### src/reset_cause_defines.svh
// Holds offsets, bit positions and reset values of the reset-cause register.
// Assumes inclusion by bare name from the design module.
`ifndef RESET_CAUSE_DEFINES_SVH
`define RESET_CAUSE_DEFINES_SVH
`define RCS_OFFSET 12'h000
`define RCS_TRAP_BIT 15
`define RCS_ILLOP_BIT 14
`define RCS_FLASH_REG_BIT 11
`define RCS_UNIMP_BIT 10
`define RCS_CFGMIS_BIT 9
`define RCS_CORE_REG_BIT 8
`define RCS_PIN_BIT 7
`define RCS_SOFT_BIT 6
`define RCS_WDT_EN_BIT 5
`define RCS_WATCHDOG_TIMEOUT_FLAG_BIT 4
`define RCS_RESET_VAL 16'h0000
`define RCS_WMASK 16'hCBF0
`endif

### src/reset_cause_pkg.sv
// Holds the types shared by the reset-cause register block.
// Assumes the defines header is on the include path.
`default_nettype none
package reset_cause_pkg;
    // Reset events from the reset unit, one-cycle pulses
    typedef struct packed {
        logic trap_conflict;
        logic illegal_op;
        logic config_mismatch;
        logic master_clear_pin;
        logic soft_reset;
        logic watchdog_timeout;
    } reset_events_t;
    // Control levels driven from the register; watchdog enable is also forced on by the fuse
    typedef struct packed {
        logic flash_reg_sleep_active;
        logic core_reg_sleep_active;
        logic watchdog_enabled;
    } reg_ctrl_t;
endpackage : reset_cause_pkg
`default_nettype wire

### src/reset_cause_status.sv
// Holds the reset-cause status register as an APB slave.
// Assumes event pulses synchronous to pclk; fuse level comes from a pin.
//
// The register offsets and the APB interface to the registers were chosen for this implementation.
`include "reset_cause_defines.svh"
`default_nettype none
module reset_cause_status (
    // Clock and reset
    input wire logic pclk,
    input wire logic presetn,
    // APB slave
    input wire logic psel,
    input wire logic penable,
    input wire logic pwrite,
    input wire logic [11:0] paddr,
    input wire logic [31:0] pwdata,
    input wire logic [3:0] pstrb,
    output logic [31:0] prdata,
    output logic pready,
    output logic pslverr,
    // Reset events, same clock
    input wire reset_cause_pkg::reset_events_t events,
    // Watchdog fuse, asynchronous pin
    input wire logic watchdog_fuse_enable,
    // Control outputs
    output reset_cause_pkg::reg_ctrl_t ctrl
);
    import reset_cause_pkg::*;

    // ********************************
    // Declarations
    // ********************************
    logic [15:0] reg_ff;
    logic [15:0] nxt_reg;
    logic [31:0] prdata_ff;
    logic [31:0] nxt_prdata;
    logic fuse_meta_ff;
    logic fuse_ff;
    logic sel_hit;
    logic wr_en;
    logic [15:0] wbyte_mask;

    // ********************************
    // Bus decode
    // ********************************
    // Single-cycle access, unmapped address errors
    assign sel_hit = (paddr == `RCS_OFFSET);
    assign pready = 1'b1;
    assign pslverr = psel & penable & ~sel_hit;
    assign wr_en = psel & penable & pwrite & sel_hit;
    assign wbyte_mask = {{8{pstrb[1]}}, {8{pstrb[0]}}};
    assign prdata = prdata_ff;

    // Fuse synchroniser
    always_ff @(posedge pclk or negedge presetn)
    begin
        if (!presetn)
        begin
            fuse_meta_ff <= 1'b0;
            fuse_ff <= 1'b0;
        end
        else
        begin
            fuse_meta_ff <= watchdog_fuse_enable;
            fuse_ff <= fuse_meta_ff;
        end
    end

    // ********************************
    // Register update
    // ********************************
    // Write first, then hardware events win over clears
    always_comb
    begin
        nxt_reg = reg_ff;
        if (wr_en)
        begin
            nxt_reg = (reg_ff & ~(wbyte_mask & `RCS_WMASK)) |
                      (pwdata[15:0] & wbyte_mask & `RCS_WMASK);
        end
        if (events.trap_conflict)
        begin
            nxt_reg[`RCS_TRAP_BIT] = 1'b1;
        end
        if (events.illegal_op)
        begin
            nxt_reg[`RCS_ILLOP_BIT] = 1'b1;
        end
        if (events.config_mismatch)
        begin
            nxt_reg[`RCS_CFGMIS_BIT] = 1'b1;
        end
        if (events.master_clear_pin)
        begin
            nxt_reg[`RCS_PIN_BIT] = 1'b1;
        end
        if (events.soft_reset)
        begin
            nxt_reg[`RCS_SOFT_BIT] = 1'b1;
        end
        if (events.watchdog_timeout)
        begin
            nxt_reg[`RCS_WATCHDOG_TIMEOUT_FLAG_BIT] = 1'b1;
        end
        nxt_reg[`RCS_UNIMP_BIT] = 1'b0;
    end

    // Read data capture
    always_comb
    begin
        nxt_prdata = prdata_ff;
        if (psel && !penable && !pwrite)
        begin
            nxt_prdata = sel_hit ? {16'h0000, reg_ff} : 32'h0000_0000;
        end
    end

    // Register storage
    always_ff @(posedge pclk or negedge presetn)
    begin
        if (!presetn)
        begin
            reg_ff <= `RCS_RESET_VAL;
            prdata_ff <= 32'h0000_0000;
        end
        else
        begin
            reg_ff <= nxt_reg;
            prdata_ff <= nxt_prdata;
        end
    end

    // ********************************
    // Control outputs
    // ********************************
    // flash regulator select
    assign ctrl.flash_reg_sleep_active = reg_ff[`RCS_FLASH_REG_BIT];
    assign ctrl.core_reg_sleep_active = reg_ff[`RCS_CORE_REG_BIT];
    assign ctrl.watchdog_enabled = reg_ff[`RCS_WDT_EN_BIT] | fuse_ff;

    // ********************************
    // Assertions
    // ********************************
    property p_trap;
        @(posedge pclk) disable iff (!presetn)
        events.trap_conflict |=> reg_ff[`RCS_TRAP_BIT];
    endproperty
    a_trap: assert property (p_trap) else $error("trap flag not set");
    property p_illop;
        @(posedge pclk) disable iff (!presetn)
        events.illegal_op |=> reg_ff[`RCS_ILLOP_BIT];
    endproperty
    a_illop: assert property (p_illop) else $error("illop not set");
    property p_cfg;
        @(posedge pclk) disable iff (!presetn)
        events.config_mismatch |=> reg_ff[`RCS_CFGMIS_BIT];
    endproperty
    a_cfg: assert property (p_cfg) else $error("mismatch not set");
    property p_pin;
        @(posedge pclk) disable iff (!presetn)
        events.master_clear_pin |=> reg_ff[`RCS_PIN_BIT];
    endproperty
    a_pin: assert property (p_pin) else $error("pin flag not set");
    property p_soft;
        @(posedge pclk) disable iff (!presetn)
        events.soft_reset |=> reg_ff[`RCS_SOFT_BIT];
    endproperty
    a_soft: assert property (p_soft) else $error("soft flag not set");
    property p_watchdog_timeout_flag;
        @(posedge pclk) disable iff (!presetn)
        events.watchdog_timeout |=> reg_ff[`RCS_WATCHDOG_TIMEOUT_FLAG_BIT];
    endproperty
    a_watchdog_timeout_flag: assert property (p_watchdog_timeout_flag) else $error("watchdog_timeout_flag not set");
    property p_wr;
        @(posedge pclk) disable iff (!presetn)
        (wr_en && pstrb[0] && !events.soft_reset) |=>
            reg_ff[`RCS_SOFT_BIT] == $past(pwdata[`RCS_SOFT_BIT]);
    endproperty
    a_wr: assert property (p_wr) else $error("write not kept");
    property p_unimp;
        @(posedge pclk) disable iff (!presetn)
        (psel && !penable && !pwrite && sel_hit) |=>
            !prdata[`RCS_UNIMP_BIT];
    endproperty
    a_unimp: assert property (p_unimp) else $error("bit 10 not zero");
    property p_fuse;
        @(posedge pclk) disable iff (!presetn)
        fuse_ff |-> ctrl.watchdog_enabled;
    endproperty
    a_fuse: assert property (p_fuse) else $error("fuse ignored");
    property p_wden;
        @(posedge pclk) disable iff (!presetn)
        (wr_en && pstrb[0]) |=> fuse_ff ||
            (ctrl.watchdog_enabled == $past(pwdata[`RCS_WDT_EN_BIT]));
    endproperty
    a_wden: assert property (p_wden) else $error("sw enable wrong");
    c_write: cover property (@(posedge pclk) wr_en);
    c_trap: cover property (@(posedge pclk) events.trap_conflict);
    c_err: cover property (@(posedge pclk) pslverr);
endmodule : reset_cause_status
`default_nettype wire

### config.mk
export PLATFORM = sky130hd
export DESIGN_NAME = reset_cause_status
export DESIGN_NICKNAME = d
export VERILOG_FILES = /design/src/reset_cause_pkg.sv /design/src/reset_cause_status.sv
export VERILOG_INCLUDE_DIRS = /design/src /design/src/src
export SDC_FILE = /design/constraint.sdc
export NUM_CORES = 1
export LEC_CHECK = 0
export ABC_AREA = 1
export BUFFER_PORTS_ARGS = -buffer_cell sky130_fd_sc_hd__buf_4
export CAP_MARGIN = 10
export CORE_AREA = 3 3 61 63
export CTS_CLUSTER_SIZE = 40
export DETAILED_ROUTE_END_ITERATION = 8
export DIE_AREA = 0 0 64 66
export GPL_ROUTABILITY_DRIVEN = 0
export PLACE_DENSITY = 0.74
export SYNTH_ARGS = -nofsm -noshare
export SYNTH_HDL_FRONTEND = slang
export SYNTH_SLANG_ARGS = --single-unit
### constraint.sdc
create_clock -name pclk -period 1.1 [get_ports pclk]
set_input_delay 0.11 -clock pclk [delete_from_list [all_inputs] [get_ports pclk]]
set_output_delay 0.11 -clock pclk [all_outputs]
set_load 0.01 [all_outputs]
==> results.cfg, run 1 <==
[flow_run]
max-cap-violations = 0

[outcome]
status = complete, but fails checks
violations = setup timing

[synthesis]
synth_simple_gate_area_share_pct = 37.88
syn_inst = 154
synth_top_family_by_area = simple AND/OR/NAND/NOR gates
syn_area_per_cell_um2 = 7.978
ys_ff_latch = 20
ys_seq_area_share_pct = 40.73
synthMuxAreaShare_pct = 0
synth-adder-area-share_pct = 0
synthDistinctLibCells = 19
synth-xor-area-share_pct = 0
synth_compound_area_share_pct = 0
yosysWarningCount = 0
netlist_area_mm2 = 0.001229

[worst_setup_path]
path_class = reg -> out
cp-start-kind = flop
r2r_start = reg_ff[15]
critical_path_arrival_ns = 1.04
crit_path_top_delay_cell = dfrtp_1
cp_cell_sequence = or2_4 -> buf_6
reg2reg_depth = 4
max_stage_delay_ns = 0.40
worstPathMaxFanout = 2
end_kind = output port
required_ns = 0.99

[power]
power_density_mw_per_mm2 = 829.0
fin_total_pwr_mw = 1.357
ir_drop_mv = 0.3047
p_leak_nw = 0.9489

[cells_and_area]
final_layout_size_suffix_gt1_share_pct = 33.81
diodes = 0
final_common_cell = buf_4
multi_input_area_um2 = 560.5
seqCellArea_um2 = 500.5
fin_util_pct = 49.83
final_nets = 272
most-common-layout-cells = 55 x buf_4, 46 x nand2_1, 24 x conb_1
area_delta_synth_final_pct = 33.20
final.fill_count = 350

[sta]
finalCritPeriodShare_pct = 104.2
clock_skew_ns = 0.0003620
finalWorstSetupSlack_ns = -0.04621
period_needed_ns = 1.146
fmax_ghz = 0.8724
grt_setup_unrepaired = true
drv_slew = 0
setup_violations = 1
hold_viol = 0

[detailed_routing]
routed_wl_um = 2476
drc = 0
drtPass1Iterations = 4
drt_iter0_drc = 31
ant_nets = 0
vias = 1065
viasPerCell = 4.160
wl_per_cell_um = 9.672

[placed_design]
io_buffers = 47
dpl.hpwl_um = 2111

[clock_network]
path_clk_slew_ns = 0.10
numCtsBuffers = 3
cts_root_buffer = clkbuf_4
cts_tree = built
cts-root-to-sink-buffers = 2
cts_sinks = 20
htreeDepth = 1
insertion_delay_ns = 0.29

[worst_hold_path]
hp-class = in -> reg
whs_path_depth = 3
hp-start = pwdata[5]

[global_routing]
grt_pass1_vias = 974
antenna_found_initial = 0
track_usage_pct = 12.33
grt_first_pass_wirelength_um = 4119
grt_max_degree = 21
grt-ovfl-total = 0

[floorplan]
chipWidth_um = 64
start_util_pct = 37.41
die_h_um = 66
top_level_ports = 97
core_region_area_mm2 = 0.003284
num_rows = 21
die_area_mm2 = 0.004224
[where the power goes]
part	total [mW]	switching, mW	leakage, nW	internal, mW
sequential	0.769	0.0152	0.256	0.753
combinational	0.262	0.134	0.679	0.128
clock	0.326	0.199	0.0138	0.127
[final timing paths]
check,slack (ns),end
hold reg to reg,0.37,fuse_ff
min in group asynchronous,0.22,prdata[6]
hold / removal,0.02,flop
setup / recovery,-0.05,ctrl[0]
max in group asynchronous,0.69,prdata[11]
setup reg to reg,0.28,reg_ff[15]
[worst max-delay path: cells and delay by family (launching register included)]
kind / cells / cell delay [ns]
DFF: 1 / 0.40
buffers and inverters: 1 / 0.12
and+or+nand+nor: 1 / 0.23
[what timing repair did]
| item | CTS | global route |
|---|---|---|
| buffers inserted | 2 | 0 |
| endpoints found under the hold margin | 22 | 0 |
| pin swaps | 2 | 0 |
| hold buffers | 3 | 0 |
| endpoints found under the setup margin | 2 | 2 |
| gates resized for setup | 2 | 1 |
[synth_stat cells]
cell / number / area (um2)
nand2_2: 1 / 6.260
buf_6: 1 / 11.26
nor3_4: 1 / 16.27
nor2_4: 1 / 11.26
inv_1: 10 / 37.54
nand3_4: 1 / 17.52
buf_4: 27 / 202.7
nand4_1: 8 / 50.05
nor2_1: 6 / 22.52
nand3_1: 21 / 105.1
nor2_8: 1 / 20.02
nand2_1: 47 / 176.4
nor2_2: 3 / 18.77
dfrtp_1: 20 / 500.5
conb_1: 2 / 7.510
and2_1: 1 / 6.260
inv_2: 1 / 3.750
or2_2: 1 / 6.260
and2_4: 1 / 8.760
[routing by layer]
metal,global-route usage (%),wire length (um),vias up
li1,-,-,555
met1,14.00,967,468
met2,22.06,1285,40
met3,2.551,198,2
met4,5.660,25,0
met5,0,0,-
[cell families (layout without fill, tap and decap cells)]
| logic type | count (synthesis) | count (layout) |
|---|---|---|
| and+or+nand+nor | 93 | 93 |
| buffers and inverters | 39 | 73 |
| other | 2 | 24 |
| DFF | 20 | 20 |
[cell type report]
cell class	count	share of cell area (%)
Tap cell	46	3.517
Clock buffer	3	1.376
Timing Repair Buffer	59	27.75
Multi-Input combinational cell	117	34.25
Sequential cell	20	30.58
Inverter	11	2.523
[through the flow]
stage	worst slack (ns)	hold slack (ns)	setup TNS, ns	cell area (um2)	instances
final	-0.04621	0.02160	-0.04621	1637	256
after global routing	-0.08498	0.01265	-0.08498	1637	256
after CTS	-0.05353	0.008741	-0.05353	1634	256
after detailed placement	-0.002103	-0.001027	-0.002103	1560	248
after global placement	0.004604	-0.005726	0	1560	248
after floorplan	0.1234	-0.1856	0	1311	176
(Power assumes the default switching activity.)
==> inputs of run 2 (changes only) <==
ABC_AREA = 0   (was 1)
CORE_AREA = 3 3 59 61   (was 3 3 61 63)
DIE_AREA = 0 0 62 64   (was 0 0 64 66)
PLACE_DENSITY = 0.75   (was 0.74)
==> results.cfg, run 2 <==
[outcome]
status = complete, but fails checks
violations = setup timing

[power]
p_leak_nw = 0.8279
power_density_mw_per_mm2 = 873.6
ir_drop_mv = 0.5181
fin_total_pwr_mw = 1.391

[sta]
clock_skew_ns = 0.008589
hold_slack_ns = 0.03543
setup_violations = 1
period_needed_ns = 1.136
grt_setup_unrepaired = true
hold_viol = 0
finalCritPeriodShare_pct = 103.2
fmax_ghz = 0.8805
drv_slew = 0
finalWorstSetupSlack_ns = -0.03572

[floorplan]
die_h_um = 64
num_rows = 20
top_level_ports = 97
start_util_pct = 36.45
core_region_area_mm2 = 0.003028
chipWidth_um = 62
die_area_mm2 = 0.003968

[detailed_routing]
drtPass1Iterations = 4
viasPerCell = 4.117
drt_iter0_drc = 6
ant_nets = 0
drc = 0
routed_wl_um = 2464
wl_per_cell_um = 11.57
vias = 877

[synthesis]
synth_flop_cell = dfrtp_1
yosys-top-cells-area = dfrtp_1 45%, buf_4 18%, nand2_1 6.1%, nor4_4 5.8%, mux2i_1 5.4%
syn_inst = 109
synth_top_area_cell = dfrtp_1
async_flop_share_pct = 100.0
synth_edf_count = 0
yosysWarningCount = 0
syn_area_per_cell_um2 = 10.12
ys_ff_latch = 20
synthDistinctLibCells = 18
yosysMostFrequentCell = buf_4
synth_common_cells = 26 x buf_4, 20 x dfrtp_1, 18 x nand2_1, 12 x nor2_1, 9 x o21ai_0
ys_seq_area_share_pct = 45.35
netlist_area_mm2 = 0.001104
synth_top_area_share_pct = 45.35

[clock_network]
numCtsBuffers = 3
path_clk_slew_ns = 0.11
cts_tree = built
cts_sinks = 20
cts-root-to-sink-buffers = 2
htreeDepth = 1
cts_root_buffer = clkbuf_4
insertion_delay_ns = 0.30

[worst_hold_path]
hp-start = pwdata[11]
hp-class = in -> reg
whs_path_depth = 2

[worst_setup_path]
reg2reg_depth = 3
critical_path_arrival_ns = 1.03
worstPathMaxFanout = 2
cp-start-kind = flop
required_ns = 0.99
path_class = reg -> out
end_kind = output port

[global_routing]
grt_pass1_vias = 845
grt_max_degree = 21
antenna_found_initial = 0
grt-ovfl-total = 0
track_usage_pct = 12.60
grt_first_pass_wirelength_um = 3767

[cells_and_area]
final_nets = 230
final_common_cell = buf_4
fin_util_pct = 52.60
most-common-layout-cells = 52 x buf_4, 24 x conb_1, 20 x dfrtp_1
area_delta_synth_final_pct = 44.33
final_layout_size_suffix_gt1_share_pct = 44.97
diodes = 0

[flow_run]
max-cap-violations = 0

[placed_design]
io_buffers = 47
dpl.hpwl_um = 1964
==> run 2: cell count changes after synthesis, moves of 2 or more <==
cell     previous run  this run
and4_1              0         2
o21ai_0             0         9
nand3_1            21         1
mux2_2              0         2
nor2_2              3         0
mux2i_1             0         6
nand4_1             8         0
nor2_1              6        12
nand2_1            47        18
nor4_4              0         3
nand4_2             0         2
inv_1              10         0
==> run 2: what timing repair did <==
action | 4_1_cts | 5_1_grt
gates resized for setup | 2 | 9
pin swaps | 6 | 5
endpoints found under the setup margin | 2 | 2
hold buffers | 2 | 0
setup buffers | 4 | 2
endpoints found under the hold margin | 21 | 0
==> run 2: per-stage QoR <==
stage / std cells / TNS, ns / setup WS (ns) / cell area [um2]
after detailed placement: 201 / -1.687 / -0.1606 / 1444
after CTS: 211 / -0.05133 / -0.05133 / 1536
final: 213 / -0.03572 / -0.03572 / 1593
after floorplan: 131 / 0 / 0.0003819 / 1190
after global routing: 213 / -0.09451 / -0.08072 / 1593
after global placement: 201 / -1.253 / -0.1242 / 1444
==> run 2: area by class of cell <==
class,instances,area (um2)
Clock buffer,4,36.28
Fill cell,273,1435
Multi-Input combinational cell,84,511.7
Sequential cell,20,500.5
Tap cell,44,55.05
Timing Repair Buffer,61,489.2
==> run 2: where the power goes <==
part           switching, mW  internal, mW  leakage [nW]  total (mW)
combinational          0.113         0.125         0.563       0.238
sequential           0.00108         0.739         0.244       0.740
clock                  0.212         0.202        0.0210       0.414
total                  0.326          1.06         0.828        1.39
==> run 2: cells by family after synthesis <==
family	after synthesis	share of synthesized area (%)
simple gates	42	23.36
compound gates	9	4.081
buf+inv	27	18.03
flops	20	45.35
mux	9	8.503
other cells	2	0.6805
==> run 2: path summary, 6_finish.rpt <==
kind / endpoint / slack [ns]
min: flop / 0.04
max reg2reg: flop / 0.10
max: ctrl[0] / -0.04
min reg2reg: fuse_ff / 0.36
max in group asynchronous: prdata[9] / 0.68
min in group asynchronous: prdata[6] / 0.21
==> run 2: worst max-delay path, cell delays in order (launching register included) <==
cell	delay [ns]
dfrtp_1	0.39
or2_4	0.23
buf_6	0.12
==> run 2: metal layers <==
metal / vias to the layer above / track usage (%) / wire, um
met2: 32 / 21.50 / 1386
met4: 0 / 3.183 / 45
li1: 431 / - / -
met3: 4 / 5.253 / 152
met5: - / 0 / 0
met1: 410 / 14.00 / 878
==> inputs of run 3 (changes only) <==
REMOVE_ABC_BUFFERS = 1   (was not set)
==> results.cfg, run 3 (synthesized netlist as in run 2, its figures left out) <==
[outcome]
status = complete, but fails checks
violations = setup timing

[floorplan]
num_rows = 20
chipWidth_um = 62
die_area_mm2 = 0.003968
top_level_ports = 97
die_h_um = 64
start_util_pct = 36.45
core_region_area_mm2 = 0.003028

[global_routing]
grt-ovfl-total = 0
grt_first_pass_wirelength_um = 3781
track_usage_pct = 12.74
antenna_found_initial = 0
grt_pass1_vias = 842
grt_max_degree = 21

[power]
p_leak_nw = 0.8147
ir_drop_mv = 0.9751
power_density_mw_per_mm2 = 887.1

[worst_setup_path]
worstPathMaxFanout = 2
end_kind = output port
path_class = reg -> out
cp_num_buf_inv = 1
crit_path_top_delay_cell = dfrtp_1
cp-start-kind = flop
required_ns = 0.99
cp_cell_sequence = or2_4 -> buf_6
max_stage_delay_ns = 0.40
critical_path.top_delay_family = flip-flops
critical_path_arrival_ns = 1.04

[detailed_routing]
drc = 0
drt_iter0_drc = 15
routed_wl_um = 2442
vias = 887
wl_per_cell_um = 11.46
drtPass1Iterations = 4
viasPerCell = 4.164
ant_nets = 0

[placed_design]
placed_area_mm2 = 0.001440
dpl.hpwl_um = 1942
post-place-ws_ns = -0.1791
io_buffers = 47

[cells_and_area]
final.fill_count = 289
diodes = 0
fin_area_mm2 = 0.001556
area_delta_synth_final_pct = 41.04
seqCellArea_um2 = 500.5
multi_input_area_um2 = 494.2
final_layout_size_suffix_gt1_share_pct = 43.79
final_nets = 230
final_common_cell = buf_4
most-common-layout-cells = 57 x buf_4, 24 x conb_1, 20 x dfrtp_1
fin_util_pct = 51.41

[clock_network]
numCtsBuffers = 3
cts_root_buffer = clkbuf_4
insertion_delay_ns = 0.29
htreeDepth = 1
path_clk_slew_ns = 0.11
cts_tree = built
cts_sinks = 20
cts-root-to-sink-buffers = 2

[sta]
setup_violations = 1
clock_skew_ns = 0.001024
grt_setup_unrepaired = true
fmax_ghz = 0.8719
finalCritPeriodShare_pct = 104.3
finalWorstSetupSlack_ns = -0.04696
hold_slack_ns = 0.02800
period_needed_ns = 1.147
hold_viol = 0
drv_slew = 0

[worst_hold_path]
hp-class = in -> reg

[flow_run]
max-cap-violations = 0
[run 3: path summary, 6_finish.rpt]
kind                                   start    endpoint  slack, ns  cells past startpoint
worst max-delay path                    flop     ctrl[0]      -0.05                      2
worst min-delay path               pwdata[5]        flop       0.03                      2
worst max register to register          flop        flop       0.06                      3
worst min register to register  fuse_meta_ff     fuse_ff       0.37                      0
max in group asynchronous            presetn   prdata[6]       0.68                      2
min in group asynchronous            presetn  reg_ff[15]       0.22                      2
[run 3: power breakdown]
| part | leakage [nW] | total [mW] | internal [mW] | switching [mW] |
|---|---|---|---|---|
| registers | 0.244 | 0.740 | 0.739 | 0.00131 |
| logic | 0.550 | 0.230 | 0.118 | 0.112 |
| clock network | 0.0210 | 0.411 | 0.202 | 0.209 |
[run 3: per-stage QoR]
step	std cells	TNS (ns)	power, mW
floorplan	104	-0.006783	0.8213
global placement	201	-1.228	0.9599
detailed placement	201	-2.164	0.9664
CTS	211	-0.06653	1.393
global route	213	-0.09688	1.459
finish	213	-0.04696	1.381
[run 3: layout make-up]
class / count / area share, %
flip-flops and latches: 20 / 32.15
well taps: 44 / 3.537
multi-input cells: 84 / 31.75
clock buffers: 4 / 2.331
repair buffers: 61 / 30.23
[run 3: routing by layer]
metal  global-route usage (%)  share of wire [%]
met1                    13.92                 32
met5                        0                  0
met3                    4.242                8.8
met4                    1.592                  0
met2                    23.45                 59
[run 3: timing repair]
item | 4_1_cts | 5_1_grt
endpoints found under the setup margin | 2 | 2
resized for setup | 2 | 2
cloned | 0 | 0
hold buffers | 2 | 0
buffers inserted | 4 | 2
pin swaps | 4 | 5
hold endpoints to repair | 21 | 0
